===== config.mk =====
export PLATFORM = sky130hd
export DESIGN_NAME = vspga_vs_port_good_assign
export DESIGN_NICKNAME = d
export VERILOG_FILES = /design/src/logic/vspga_assign_reg.v /design/src/logic/vspga_vs_port_good_assign.v
export VERILOG_INCLUDE_DIRS = /design/src /design/src/logic
export SDC_FILE = /design/constraint.sdc
export NUM_CORES = 1
export LEC_CHECK = 0
export BUFFER_PORTS_ARGS = -buffer_cell sky130_fd_sc_hd__buf_2
export CAP_MARGIN = 20
export CORE_UTILIZATION = 47
export CTS_CLUSTER_SIZE = 12
export DETAILED_ROUTE_END_ITERATION = 10
export PLACE_DENSITY = 0.74
export SYNTH_ARGS = -nofsm -noshare
export SYNTH_HDL_FRONTEND = slang
export SYNTH_HIERARCHICAL = 1
export SYNTH_SLANG_ARGS = --single-unit

===== constraint.sdc =====
create_clock -name clk_i -period 3.8 [get_ports clk_i]
set_clock_uncertainty 0.05 [all_clocks]
set_input_delay 0.38 -clock clk_i [delete_from_list [all_inputs] [get_ports clk_i]]
set_output_delay 0.38 -clock clk_i [all_outputs]
set_load 0.03 [all_outputs]

===== src/logic/vspga_defs.vh =====
`ifndef VSPGA_DEFS_VH
`define VSPGA_DEFS_VH
// register offsets inside port 0 management space
`define VSPGA_VS3_ASSIGN_OFS 12'h65C
`define VSPGA_VS4_ASSIGN_OFS 12'h660
`define VSPGA_VS5_ASSIGN_OFS 12'h664
// selector registers (remap of signals to ports)
`define VSPGA_SEL0_OFS 12'h6A0
`define VSPGA_SEL1_OFS 12'h6A4
`define VSPGA_SEL2_OFS 12'h6A8
// commit register and its bit
`define VSPGA_COMMIT_OFS 12'h64C
`define VSPGA_COMMIT_BIT 0
// assignment field
`define VSPGA_ASSIGN_W 12
`define VSPGA_TOP_BIT 11
`define VSPGA_CNT_W 4
`define VSPGA_SEL_W 5
// selector field positions
`define VSPGA_SEL_F0_LSB 0
`define VSPGA_SEL_F1_LSB 8
`define VSPGA_SEL_F2_LSB 16
`define VSPGA_SEL_F3_LSB 24
// selector reset values: four port numbers per register
`define VSPGA_SEL0_RST 32'h03020100
`define VSPGA_SEL1_RST 32'h0B0A0908
`define VSPGA_SEL2_RST 32'h13121110
`define VSPGA_SEL_MASK 32'h1F1F1F1F
`define VSPGA_ZERO32 32'h00000000
`endif


===== src/logic/vspga_assign_reg.v =====
`timescale 1ns/10ps
`default_nettype none
`include "vspga_defs.vh"
// one sticky assignment register with its published count
module vspga_assign_reg #(
    parameter WIDTH = 12,
    parameter CNT_W = 4
) (
    input wire clk_i,
    input wire sticky_rst_i,
    input wire strap_load_i,
    input wire [WIDTH-1:0] strap_default_i,
    input wire wr_i,
    input wire [WIDTH-1:0] wr_data_i,
    input wire top_bit_en_i,
    input wire commit_i,
    output reg [WIDTH-1:0] assign_o,
    output reg [CNT_W-1:0] count_o
);
    reg [WIDTH-1:0] assign_next;
    reg [CNT_W-1:0] count_next;
    integer i;

    // next value: strap default, then register write; top bit reserved when disabled
    always @* begin
        assign_next = assign_o;
        if (strap_load_i) begin
            assign_next = strap_default_i;
        end else if (wr_i) begin
            assign_next = wr_data_i;
        end
        if (!top_bit_en_i) begin
            assign_next[WIDTH-1] = 1'b0;
        end
    end

    // population count of the held bits
    always @* begin
        count_next = {CNT_W{1'b0}};
        for (i = 0; i < WIDTH; i = i + 1) begin
            count_next = count_next + {{(CNT_W-1){1'b0}}, assign_o[i]};
        end
    end

    // sticky storage, cleared only by the sticky reset
    always @(posedge clk_i or posedge sticky_rst_i) begin
        if (sticky_rst_i) begin
            assign_o <= {WIDTH{1'b0}};
            count_o <= {CNT_W{1'b0}};
        end else begin
            assign_o <= assign_next;
            if (commit_i) begin
                count_o <= count_next;
            end
        end
    end
endmodule // vspga_assign_reg
`default_nettype wire


===== src/logic/vspga_vs_port_good_assign.v =====
// Behaviour
// - Each assignment register holds twelve bits 11..0 and bit x controls only link_good_out x.
// - A set bit puts that link_good signal into the register's virtual switch, a clear bit keeps it out.
// - When the commit bit is written, each switch's 4-bit count shows how many of its bits are set.
// - Bit 11 works only with four to six virtual switches enabled and is reserved otherwise.
// - By default link_good signals 11..0 map to ports 19,18,17,16,11,10,9,8,3,2,1,0.
// - Any link_good signal can be remapped to another port through the selector registers.
// - In virtual-switch mode the VS4 and VS5 registers sit at 660h and 664h in port 0.
`timescale 1ns/10ps
`default_nettype none
`include "vspga_defs.vh"
module vspga_vs_port_good_assign #(
    parameter WIDTH = 12,
    parameter CNT_W = 4,
    parameter ADDR_W = 12
) (
    input wire clk_i,
    input wire sys_rst_i,
    input wire sticky_rst_i,
    input wire strap_load_i,
    input wire [WIDTH-1:0] vs3_strap_default_i,
    input wire [WIDTH-1:0] vs4_strap_default_i,
    input wire [WIDTH-1:0] vs5_strap_default_i,
    input wire vs_mode_i,
    input wire [2:0] vs_count_i,
    input wire reg_wr_i,
    input wire reg_rd_i,
    input wire [ADDR_W-1:0] reg_addr_i,
    input wire [31:0] reg_wdata_i,
    input wire [WIDTH-1:0] link_good_i,
    output reg [31:0] reg_rdata_o,
    output reg [WIDTH-1:0] vs3_link_good_o,
    output reg [WIDTH-1:0] vs4_link_good_o,
    output reg [WIDTH-1:0] vs5_link_good_o,
    output reg [CNT_W-1:0] vs3_assigned_pin_count_o,
    output reg [CNT_W-1:0] vs4_assigned_pin_count_o,
    output reg [CNT_W-1:0] vs5_assigned_pin_count_o,
    output reg [WIDTH*5-1:0] link_good_port_o
);
    wire [WIDTH-1:0] vs3_assign;
    wire [WIDTH-1:0] vs4_assign;
    wire [WIDTH-1:0] vs5_assign;
    wire [CNT_W-1:0] vs3_cnt;
    wire [CNT_W-1:0] vs4_cnt;
    wire [CNT_W-1:0] vs5_cnt;
    wire top_bit_en;
    wire commit;
    wire wr_vs3;
    wire wr_vs4;
    wire wr_vs5;
    reg [31:0] sel0_reg;
    reg [31:0] sel1_reg;
    reg [31:0] sel2_reg;
    reg [31:0] rdata_next;
    reg [WIDTH*5-1:0] port_next;

    // bit 11 live only for four, five or six virtual switches
    assign top_bit_en = vs_mode_i && (vs_count_i >= 3'h4) && (vs_count_i <= 3'h6);
    assign commit = reg_wr_i && (reg_addr_i == `VSPGA_COMMIT_OFS)
        && reg_wdata_i[`VSPGA_COMMIT_BIT];
    // register decode; upper data bits dropped on write
    assign wr_vs3 = reg_wr_i && vs_mode_i && (reg_addr_i == `VSPGA_VS3_ASSIGN_OFS);
    assign wr_vs4 = reg_wr_i && vs_mode_i && (reg_addr_i == `VSPGA_VS4_ASSIGN_OFS);
    assign wr_vs5 = reg_wr_i && vs_mode_i && (reg_addr_i == `VSPGA_VS5_ASSIGN_OFS);

    vspga_assign_reg #(.WIDTH(WIDTH), .CNT_W(CNT_W)) u_vs3 (
        .clk_i(clk_i),
        .sticky_rst_i(sticky_rst_i),
        .strap_load_i(strap_load_i),
        .strap_default_i(vs3_strap_default_i),
        .wr_i(wr_vs3),
        .wr_data_i(reg_wdata_i[WIDTH-1:0]),
        .top_bit_en_i(top_bit_en),
        .commit_i(commit),
        .assign_o(vs3_assign),
        .count_o(vs3_cnt)
    );
    vspga_assign_reg #(.WIDTH(WIDTH), .CNT_W(CNT_W)) u_vs4 (
        .clk_i(clk_i),
        .sticky_rst_i(sticky_rst_i),
        .strap_load_i(strap_load_i),
        .strap_default_i(vs4_strap_default_i),
        .wr_i(wr_vs4),
        .wr_data_i(reg_wdata_i[WIDTH-1:0]),
        .top_bit_en_i(top_bit_en),
        .commit_i(commit),
        .assign_o(vs4_assign),
        .count_o(vs4_cnt)
    );
    vspga_assign_reg #(.WIDTH(WIDTH), .CNT_W(CNT_W)) u_vs5 (
        .clk_i(clk_i),
        .sticky_rst_i(sticky_rst_i),
        .strap_load_i(strap_load_i),
        .strap_default_i(vs5_strap_default_i),
        .wr_i(wr_vs5),
        .wr_data_i(reg_wdata_i[WIDTH-1:0]),
        .top_bit_en_i(top_bit_en),
        .commit_i(commit),
        .assign_o(vs5_assign),
        .count_o(vs5_cnt)
    );

    // selector registers, sticky, default port map
    always @(posedge clk_i or posedge sticky_rst_i) begin
        if (sticky_rst_i) begin
            sel0_reg <= `VSPGA_SEL0_RST;
            sel1_reg <= `VSPGA_SEL1_RST;
            sel2_reg <= `VSPGA_SEL2_RST;
        end else if (reg_wr_i) begin
            if (reg_addr_i == `VSPGA_SEL0_OFS) begin
                sel0_reg <= reg_wdata_i & `VSPGA_SEL_MASK;
            end
            if (reg_addr_i == `VSPGA_SEL1_OFS) begin
                sel1_reg <= reg_wdata_i & `VSPGA_SEL_MASK;
            end
            if (reg_addr_i == `VSPGA_SEL2_OFS) begin
                sel2_reg <= reg_wdata_i & `VSPGA_SEL_MASK;
            end
        end
    end

    // flatten selector fields into the per-signal port numbers
    always @* begin
        port_next = {sel2_reg[`VSPGA_SEL_F3_LSB +: `VSPGA_SEL_W],
            sel2_reg[`VSPGA_SEL_F2_LSB +: `VSPGA_SEL_W],
            sel2_reg[`VSPGA_SEL_F1_LSB +: `VSPGA_SEL_W],
            sel2_reg[`VSPGA_SEL_F0_LSB +: `VSPGA_SEL_W],
            sel1_reg[`VSPGA_SEL_F3_LSB +: `VSPGA_SEL_W],
            sel1_reg[`VSPGA_SEL_F2_LSB +: `VSPGA_SEL_W],
            sel1_reg[`VSPGA_SEL_F1_LSB +: `VSPGA_SEL_W],
            sel1_reg[`VSPGA_SEL_F0_LSB +: `VSPGA_SEL_W],
            sel0_reg[`VSPGA_SEL_F3_LSB +: `VSPGA_SEL_W],
            sel0_reg[`VSPGA_SEL_F2_LSB +: `VSPGA_SEL_W],
            sel0_reg[`VSPGA_SEL_F1_LSB +: `VSPGA_SEL_W],
            sel0_reg[`VSPGA_SEL_F0_LSB +: `VSPGA_SEL_W]};
    end

    // read mux; reserved upper bits read zero
    always @* begin
        rdata_next = `VSPGA_ZERO32;
        case (reg_addr_i)
            `VSPGA_VS3_ASSIGN_OFS: rdata_next[WIDTH-1:0] = vs3_assign;
            `VSPGA_VS4_ASSIGN_OFS: rdata_next[WIDTH-1:0] = vs4_assign;
            `VSPGA_VS5_ASSIGN_OFS: rdata_next[WIDTH-1:0] = vs5_assign;
            `VSPGA_SEL0_OFS: rdata_next = sel0_reg;
            `VSPGA_SEL1_OFS: rdata_next = sel1_reg;
            `VSPGA_SEL2_OFS: rdata_next = sel2_reg;
            default: rdata_next = `VSPGA_ZERO32;
        endcase
        if (!vs_mode_i && (reg_addr_i != `VSPGA_SEL0_OFS) && (reg_addr_i != `VSPGA_SEL1_OFS)
            && (reg_addr_i != `VSPGA_SEL2_OFS)) begin
            rdata_next = `VSPGA_ZERO32;
        end
    end

    // registered outputs; each switch sees only its own signals
    always @(posedge clk_i or posedge sys_rst_i) begin
        if (sys_rst_i) begin
            reg_rdata_o <= `VSPGA_ZERO32;
            vs3_link_good_o <= {WIDTH{1'b0}};
            vs4_link_good_o <= {WIDTH{1'b0}};
            vs5_link_good_o <= {WIDTH{1'b0}};
            vs3_assigned_pin_count_o <= {CNT_W{1'b0}};
            vs4_assigned_pin_count_o <= {CNT_W{1'b0}};
            vs5_assigned_pin_count_o <= {CNT_W{1'b0}};
            link_good_port_o <= {(WIDTH*5){1'b0}};
        end else begin
            if (reg_rd_i) begin
                reg_rdata_o <= rdata_next;
            end
            vs3_link_good_o <= link_good_i & vs3_assign;
            vs4_link_good_o <= link_good_i & vs4_assign;
            vs5_link_good_o <= link_good_i & vs5_assign;
            vs3_assigned_pin_count_o <= vs3_cnt;
            vs4_assigned_pin_count_o <= vs4_cnt;
            vs5_assigned_pin_count_o <= vs5_cnt;
            link_good_port_o <= port_next;
        end
    end
endmodule // vspga_vs_port_good_assign
`default_nettype wire


==> results.md, run 1 <==
- The critical setup path kind is reg -> reg.
- The floorplan step set the die height to 149 µm.
- The number of top-level pins is 242.
- The delay of the slowest cell on the worst path is 0.51 ns.
- The register with the most flip-flops in the layout has 60 of them.
- The combinational power share is 0.144.
- The highest clock frequency the design can meet is 271 MHz.
- The number of failing hold endpoints at the final stage is 0.
- At the worst endpoint, the arrival time is 4.04 ns.
- For this configuration, the core starts out at a cell density of 0.481.
- Dividing the detail-routed wire length by the instance count gives 20.2 µm.
- The critical path's most frequent cell is fa_1.
- Of the total power, registers draw 0.460.
- Yosys mapped a number of flops with a built-in enable equal to 0.
- In this run the static leakage power is 6.39 nW.
- Buffers placed on the I/O ports in this run total 223.
- The net switching power figure is 1.51 mW.
- The via count of the first global-routing pass is 7102.
- Adding up every negative setup slack in the final design gives 0 ns.
- At the worst endpoint, the required time is 4.15 ns.
- The slew at the pin closest to its max-slew limit is 0.840 ns.
- The x dimension of the die is 149 µm.
- Among all flip-flop cells after synthesis, the most frequent one is dfrtp_1.
- Compared with the post-synthesis result, the final layout area differs by 21.0%.
- The floorplan step defined a core boundary enclosing 21200 µm².
- The initial antenna violation count is 1.
- Counting along the longest clock path gives a buffer depth of 3.
- At the end of routability-driven placement, the weighted congestion stood at 0.854.
- The number of instances in the synthesized netlist is 764.
- In the final layout, the share of cells above drive strength 1 is 0.374.
- Detailed placement finished with a half-perimeter wire length of 18.8 mm.
- Of the total power, the share spent switching nets is 0.261.
- The overall die area is 22200 µm².
- The relative max-transition margin is 0.438.
- The slowest stage of the critical path belongs to the cell fa_1.
- The synthesized design contains 239 register bits.
- CTS built an H-tree with a depth of 1.
- The total routing resource utilization after global routing is 0.242.
- The fraction of registers with async set or reset after synthesis is 1.00.
- After detailed routing, the total wire length is 26.1 mm.
- The clock tree from TritonCTS is done.
- The first global-routing pass estimated 40.5 mm of wire.
- After the first detailed-routing iteration, the DRC count stood at 349.
- The number of nets in the finished design is 1128.
- At the later pin of the worst-skew pair, clock insertion delay measures 0.52 ns.
- The total power per unit cell area is 470 nW/µm².
- The number of clock buffers inserted by TritonCTS is 25.
- link_good_port_o holds more flip-flops than any other register.
- The clock tree root buffer cell is clkbuf_16.
- The flow ran to the end, and the final reports show no timing, DRC or antenna violations.
- STA classifies the critical path startpoint as a flop.
- The average via count per standard cell is 5.28.
- The worst-path maximum fanout is 4.
- The DRC violation count after routing is 0.
- Setup repair after global routing left no endpoint under its margin.
- Entering global routing, the biggest net connects 132 pins.
- The count of nets left with antenna violations once routing finished came out at 0.
- The netlist uses 61 different library cells.
- The share of total power dissipated in the clock network is 0.396.
- The leftover overflow at the end of global routing is 0.
- The internal power component is 4.27 mW.
- In this run the cell area of the synthesized design comes to 10200 µm².
- The worst setup path is captured at a flop.
- The max-capacitance violation count is 0.
- The path type of the worst min-delay path is in -> reg.
- The largest registers in the layout are link_good_port_o x60, reg_rdata_o x23.
- Clock tree synthesis found a total of 239 sinks.
- The final max-slew violation count is 0.
- Of the available clock period, the critical path in the final layout requires 0.972.
- The sequential-to-total area share from yosys stat is 0.590.
- The Yosys warning count is 6.
- Summing over every cut layer, the via total after detailed routing is 6795.
- The worst hold slack is 0.0285 ns.
- The first detailed-routing pass ran for 4 iterations.
- The post-synthesis area per instance is 13.3 µm².
- After clock tree synthesis, the clock-pin slew on the worst setup and hold paths is 0.06 ns.
- The floorplan has 53 rows.
- The setup-violating endpoint count in the final report is 0.
- Fill cells in the final layout number 1725.
- The shortest period the worst path allows is 3.69 ns.
- The worst-case IR drop observed on VDD is 285 µV.
- Traced cell by cell, the critical path runs through inv_1 -> fa_1 -> inv_1 -> fa_1 -> inv_1 -> fa_1 -> fa_1 -> inv_1 -> ha_1 -> fa_1 -> mux2_2.
[synth_stat cells (all sizes together), types with 2 or more instances]
cell type,n,share of area
a221oi,8,0.0069
or3b,2,0.0020
fa,21,0.041
a22o,11,0.0095
o2bb2ai,5,0.0043
nor4b,3,0.0047
and3,3,0.0023
buf,40,0.026
o21ai,50,0.025
mux2i,46,0.045
o221ai,5,0.0055
dfstp,20,0.052
mux2,71,0.086
nor2,8,0.0030
nand3b,3,0.0022
nor3,9,0.0049
nand2,41,0.016
and2,38,0.024
nand4bb,3,0.0033
clkbuf,4,0.0015
o211a,3,0.0030
nor2b,6,0.0037
nand3,4,0.0020
a22oi,15,0.011
and2b,3,0.0022
ha,12,0.015
a31oi,7,0.0043
dfrtp,219,0.54
xnor2,3,0.0026
a32oi,6,0.0052
inv,65,0.024
and4,3,0.0026
nand2b,3,0.0018
a21oi,8,0.0039
nor4,5,0.0052
[placed cells by master (no fill, tap or decap), drive strengths merged, types with 5 or more instances in the layout]
cell	n
ha	12
mux2i	46
a21oi	8
conb	9
o221ai	5
a32oi	6
buf	237
nor2	8
dfrtp	219
nand2	41
a31oi	7
inv	65
nor2b	6
and2	38
dfstp	20
a22o	11
mux2	71
clkbuf	43
fa	21
nor3	9
nor4	5
o21ai	50
a221oi	8
a22oi	15
o2bb2ai	5
[worst paths after layout]
| kind | from | end | slack [ns] | cells after the start |
|---|---|---|---|---|
| worst max-delay path | u_vs5/assign_o[1] | u_vs5/count_o[1] | 0.11 | 11 |
| worst min-delay path | vs5_strap_default_i[8] | u_vs5/assign_o[8] | 0.03 | 3 |
| worst max register to register | u_vs5/assign_o[1] | u_vs5/count_o[1] | 0.11 | 11 |
| worst min register to register | u_vs5/count_o[0] | vs5_assigned_pin_count_o[0] | 0.32 | 0 |
| max in group asynchronous | sticky_rst_i | sel0_reg[17] | 2.31 | 4 |
| min in group asynchronous | sys_rst_i | link_good_port_o[13] | 0.04 | 3 |
[critical path: cells and delay by family, from the launching register on]
family     cells  cell delay [ns]
fa+ha+maj      6             2.60
buf+inv        4             0.24
flops          1             0.42
mux            1             0.27
[layout make-up]
type / instances / area (µm²) / share of cell area
Sequential cell: 239 / 6010 / 0.488
Multi-Input combinational cell: 424 / 3680 / 0.299
Timing Repair Buffer: 238 / 1260 / 0.102
Clock buffer: 43 / 753 / 0.0612
Tap cell: 275 / 344 / 0.0279
Inverter: 65 / 248 / 0.0201
Clock inverter: 2 / 17.5 / 0.00142
Antenna cell: 2 / 5.00 / 0.000407
[repair_timing]
item,CTS,global route
gates resized for setup,0,1
hold buffers,1,0
setup endpoints to repair,0,2
buffers inserted,0,1
endpoints found under the hold margin,53,0
[layer usage]
| layer | up-vias | share of wire | GRT usage |
|---|---|---|---|
| met5 | - | 0 | 0 |
| met4 | 0 | 0.031 | 0.0934 |
| met3 | 55 | 0.064 | 0.0459 |
| met2 | 231 | 0.46 | 0.372 |
| met1 | 3429 | 0.44 | 0.341 |
| li1 | 3080 | - | - |
[power by group through the flow]
stage	clock, mW	combinational, mW	sequential [mW]
after floorplan	0	0.521	2.74
after global placement	0	0.800	2.71
final	2.29	0.833	2.66
after global routing	2.43	0.955	2.67
after CTS	2.33	0.835	2.66
after detailed placement	0	0.821	2.71
[cell families (layout without fill, tap and decap cells)]
kind of cell | Yosys count | after routing | synth area share
flip-flops | 239 | 239 | 0.590
XOR/XNOR | 3 | 3 | 0.00258
AND/OR/NAND/NOR | 142 | 142 | 0.0862
multiplexers | 117 | 117 | 0.131
buffers and inverters | 109 | 348 | 0.0518
AO/OA/AOI/OAI | 120 | 120 | 0.0816
other | 1 | 11 | 0.000369
adder cells (fa/ha/maj) | 33 | 33 | 0.0561
[through the flow]
step                instance area (µm²)  power [mW]   util  cells  setup slack, ns
floorplan                         10200        3.26      -    772            0.301
finish                            12300        5.79  0.582   1288            0.108
global route                      12300        6.05  0.582   1287          0.00597
global placement                  11500        3.51  0.544   1239            0.175
detailed placement                11500        3.53  0.544   1239            0.125
CTS                               12300        5.83  0.581   1285           0.0903
No activity file was read; power rests on OpenSTA's default activity.
==> run 2, diff against run 1 <==
PLACE_DENSITY = 0.71   (was 0.74)
clock period = 4.35 ns   (was 3.8 ns; I/O delays follow)
==> run 2 against run 1 <==
Against the previous run:
- final cell count is essentially flat
- critical path depth is the same
- cell area shrank 0.41%
- register-to-register slack gained 0.51 ns
- first-iteration DRC count grew 28%
- global-route usage is essentially flat
- critical path type unchanged
- non-clock buffer count shrank 2
- combinational power shrank 14%
- setup slack gained 0.51 ns
- largest cell class unchanged
- sequential share of layout area grew 0.20 points
==> results.md, run 2 (synthesized netlist as in run 1, its figures left out) <==
- The run finished with clean final reports.
- STA puts the critical path data required time at 4.70 ns.
- Once detail routing completed, the nets flagged for antenna violations numbered 0.
- The via count of the first global-routing pass was 7117.
- The number of failing hold endpoints at the final stage is 0.
- The setup slack on the worst flop-to-flop path is 0.62 ns.
- The top register by number of flip-flops is link_good_port_o.
- The count of buffer and inverter cells on the critical path is 4.
- The clock tree from TritonCTS is done.
- The core area is 21200 µm².
- The detailed router finished its first iteration with 446 violations.
- The worst setup path is of the reg -> reg kind.
- After layout, the worst setup slack is 0.615 ns.
- The wire length of the first global-routing pass is 40.5 mm.
- After layout, the design draws a total of 5.01 mW.
- The worst slack after detailed placement is 0.661 ns.
- The power share of the sequential group is 0.465.
- Once detailed placement completed, the half-perimeter wirelength came to 18.6 mm.
- The worst register-to-register path begins at u_vs5/assign_o[0].
- After detailed routing, the average wire length per cell comes to 20.2 µm.
- After layout, the minimum clock period comes to 3.73 ns.
- The initial antenna violation count is 2.
- In this run the tightest slew margin relative to its limit is 0.430.
- For the worst flop-to-flop path, the logic depth is 11.
- The instance area after placement is 11500 µm².
- At the end of the flow, the number of nets in the layout was 1126.
- Port buffering added 223 buffers.
- The net switching power figure is 1.32 mW.
- Of the total power, the clock network draws 0.391.
- The cell area after layout is 12300 µm².
- The global placer's final weighted congestion is 0.875.
- The delay of the slowest cell on the worst path is 0.55 ns.
- The largest registers in the layout are link_good_port_o x60, reg_rdata_o x23.
- Counting buffers and inverters, the worst setup path is 11 cells deep.
- Summed over all layers, the global routing overflow is 0.
- The worst hold path belongs to the class in -> async.
- CTS built an H-tree with a depth of 1.
- The share of total power dissipated in combinational logic is 0.144.
- Static timing analysis puts the maximum clock frequency at 268 MHz.
- The worst-case IR drop observed on VDD is 231 µV.
- In this run, CTS created clock tree buffers numbering 25.
- The final max-slew violation count came to 0.
- The critical path's most frequent cell is fa_1.
- The total power per unit cell area is 408 nW/µm².
- The tool flagged a number of max-cap violations equal to 0.
- The number of flip-flops under the largest register name is 60.
- The largest net degree at the start of global routing is 71.
- The die outline height is 149 µm.
- The post-cts sizing count is 0.
- Measured along the x axis, the die boundary spans 149 µm.
- The endpoint of the lowest-slack register-to-register path is u_vs5/count_o[1].
- The worst setup path is captured at a flop.
- Leaving out fill and tap cells, the most frequent cells in the layout are buf_2 (223), dfrtp_1 (219), inv_1 (63).
- The commonest non-fill, non-tap cell in the layout is buf_2.
- Walking the worst path, the cells encountered are inv_1 -> fa_1 -> inv_1 -> fa_1 -> inv_1 -> fa_1 -> fa_1 -> inv_1 -> ha_1 -> fa_1 -> mux2_2.
- Setup repair after global routing left no endpoint under its margin.
- During I/O placement, the number of pins put on the boundary was 242.
- Among all stages on the critical path, the largest delay is contributed by fa_1.
- The total number of vias is 6899.
- The setup-violating endpoint count in the final report is 0.
- Of the available clock period, the critical path in the final layout requires 0.859.
- The wire length reported by the detailed router is 26.0 mm.
- Clock tree synthesis found a total of 239 sinks.
- Of the total power, the share spent switching nets is 0.263.
- The last element of the critical path is u_vs5/count_o[1].
- At the pin with the least slew margin, the transition time is 0.852 ns.
- For this run, the total global-route usage over all layers was measured as 0.242.
- The worst-path maximum fanout is 4.
- At the worst endpoint, the arrival time is 4.08 ns.
- Clock-pin slew was measured on the worst setup and hold paths at 0.06 ns.
- The overall die area is 22200 µm².
- The fraction of layout cells with a size suffix above 1 is 0.373.
- The clock tree root buffer cell is clkbuf_16.
- The buffer levels on the longest clock path is 3.
- The internal power component is 3.69 mW.
- The total negative slack is 0 ns.
- In the routed design, unresolved DRC markers number 0.
- From synthesis to final layout, the design area changed by 20.5%.
- The standard-cell row count is 53.
- The cell class contributing the biggest share of worst-path delay is adder cells.
- The clock reaches the later pin of the worst-skew pair after 0.51 ns.
- The length of the first detailed-routing pass in iterations is 5.
- The type of element launching the critical path is a flop.
- In this run the worst setup path begins at u_vs5/assign_o[0].
- The average via count per standard cell is 5.36.
- Summed over all cells, the static leakage comes to 6.38 nW.
- For this configuration, the core starts out at a cell density of 0.481.
run 2: final cells by class:
type                            count  area [µm²]
Fill cell                        1763        8890
Sequential cell                   239        6010
Multi-Input combinational cell    424        3680
Timing Repair Buffer              236        1230
Clock buffer                       39         718
Tap cell                          275         344
Inverter                           65         246
Clock inverter                      5        28.8
Antenna cell                        4        10.0
run 2: worst min path at each step:
stage,slack [ns],end,start,depth (start not counted)
final,0.005,link_good_port_o[13],sys_rst_i,2
after floorplan,0.30,u_vs3/assign_o[0],sticky_rst_i,1
after CTS,0.04,link_good_port_o[29],sys_rst_i,2
after global placement,0.31,vs4_assigned_pin_count_o[3],u_vs4/count_o[3],0
after global routing,0.08,link_good_port_o[33],sys_rst_i,2
after detailed placement,0.31,vs5_assigned_pin_count_o[0],u_vs5/count_o[0],0
run 2: metal layers:
metal / wire (µm) / GRT usage
met5: 0 / 0
met4: 626 / 0.0791
met3: 1900 / 0.0492
met2: 12300 / 0.377
met1: 11200 / 0.338
run 2: metrics by stage:
stage | utilization | hold slack [ns] | cells
after floorplan | - | 0.299 | 772
after global placement | 0.543 | 0.312 | 1238
after detailed placement | 0.543 | 0.315 | 1238
after CTS | 0.579 | 0.0365 | 1283
after global routing | 0.579 | 0.0825 | 1285
final | 0.580 | 0.00476 | 1287
run 2: power by group through the flow:
stage               clock network, mW  logic (mW)  registers (mW)
finish                           1.96       0.719            2.33
global route                     2.08       0.829            2.34
CTS                              2.00       0.734            2.33
detailed placement                  0       0.722            2.37
global placement                    0       0.703            2.37
floorplan                           0       0.455            2.40
run 2: repair_timing:
| action | 4_1_cts | 5_1_grt |
|---|---|---|
| buffers inserted | 0 | 0 |
| hold buffers | 1 | 0 |
| endpoints found under the hold margin | 16 | 0 |
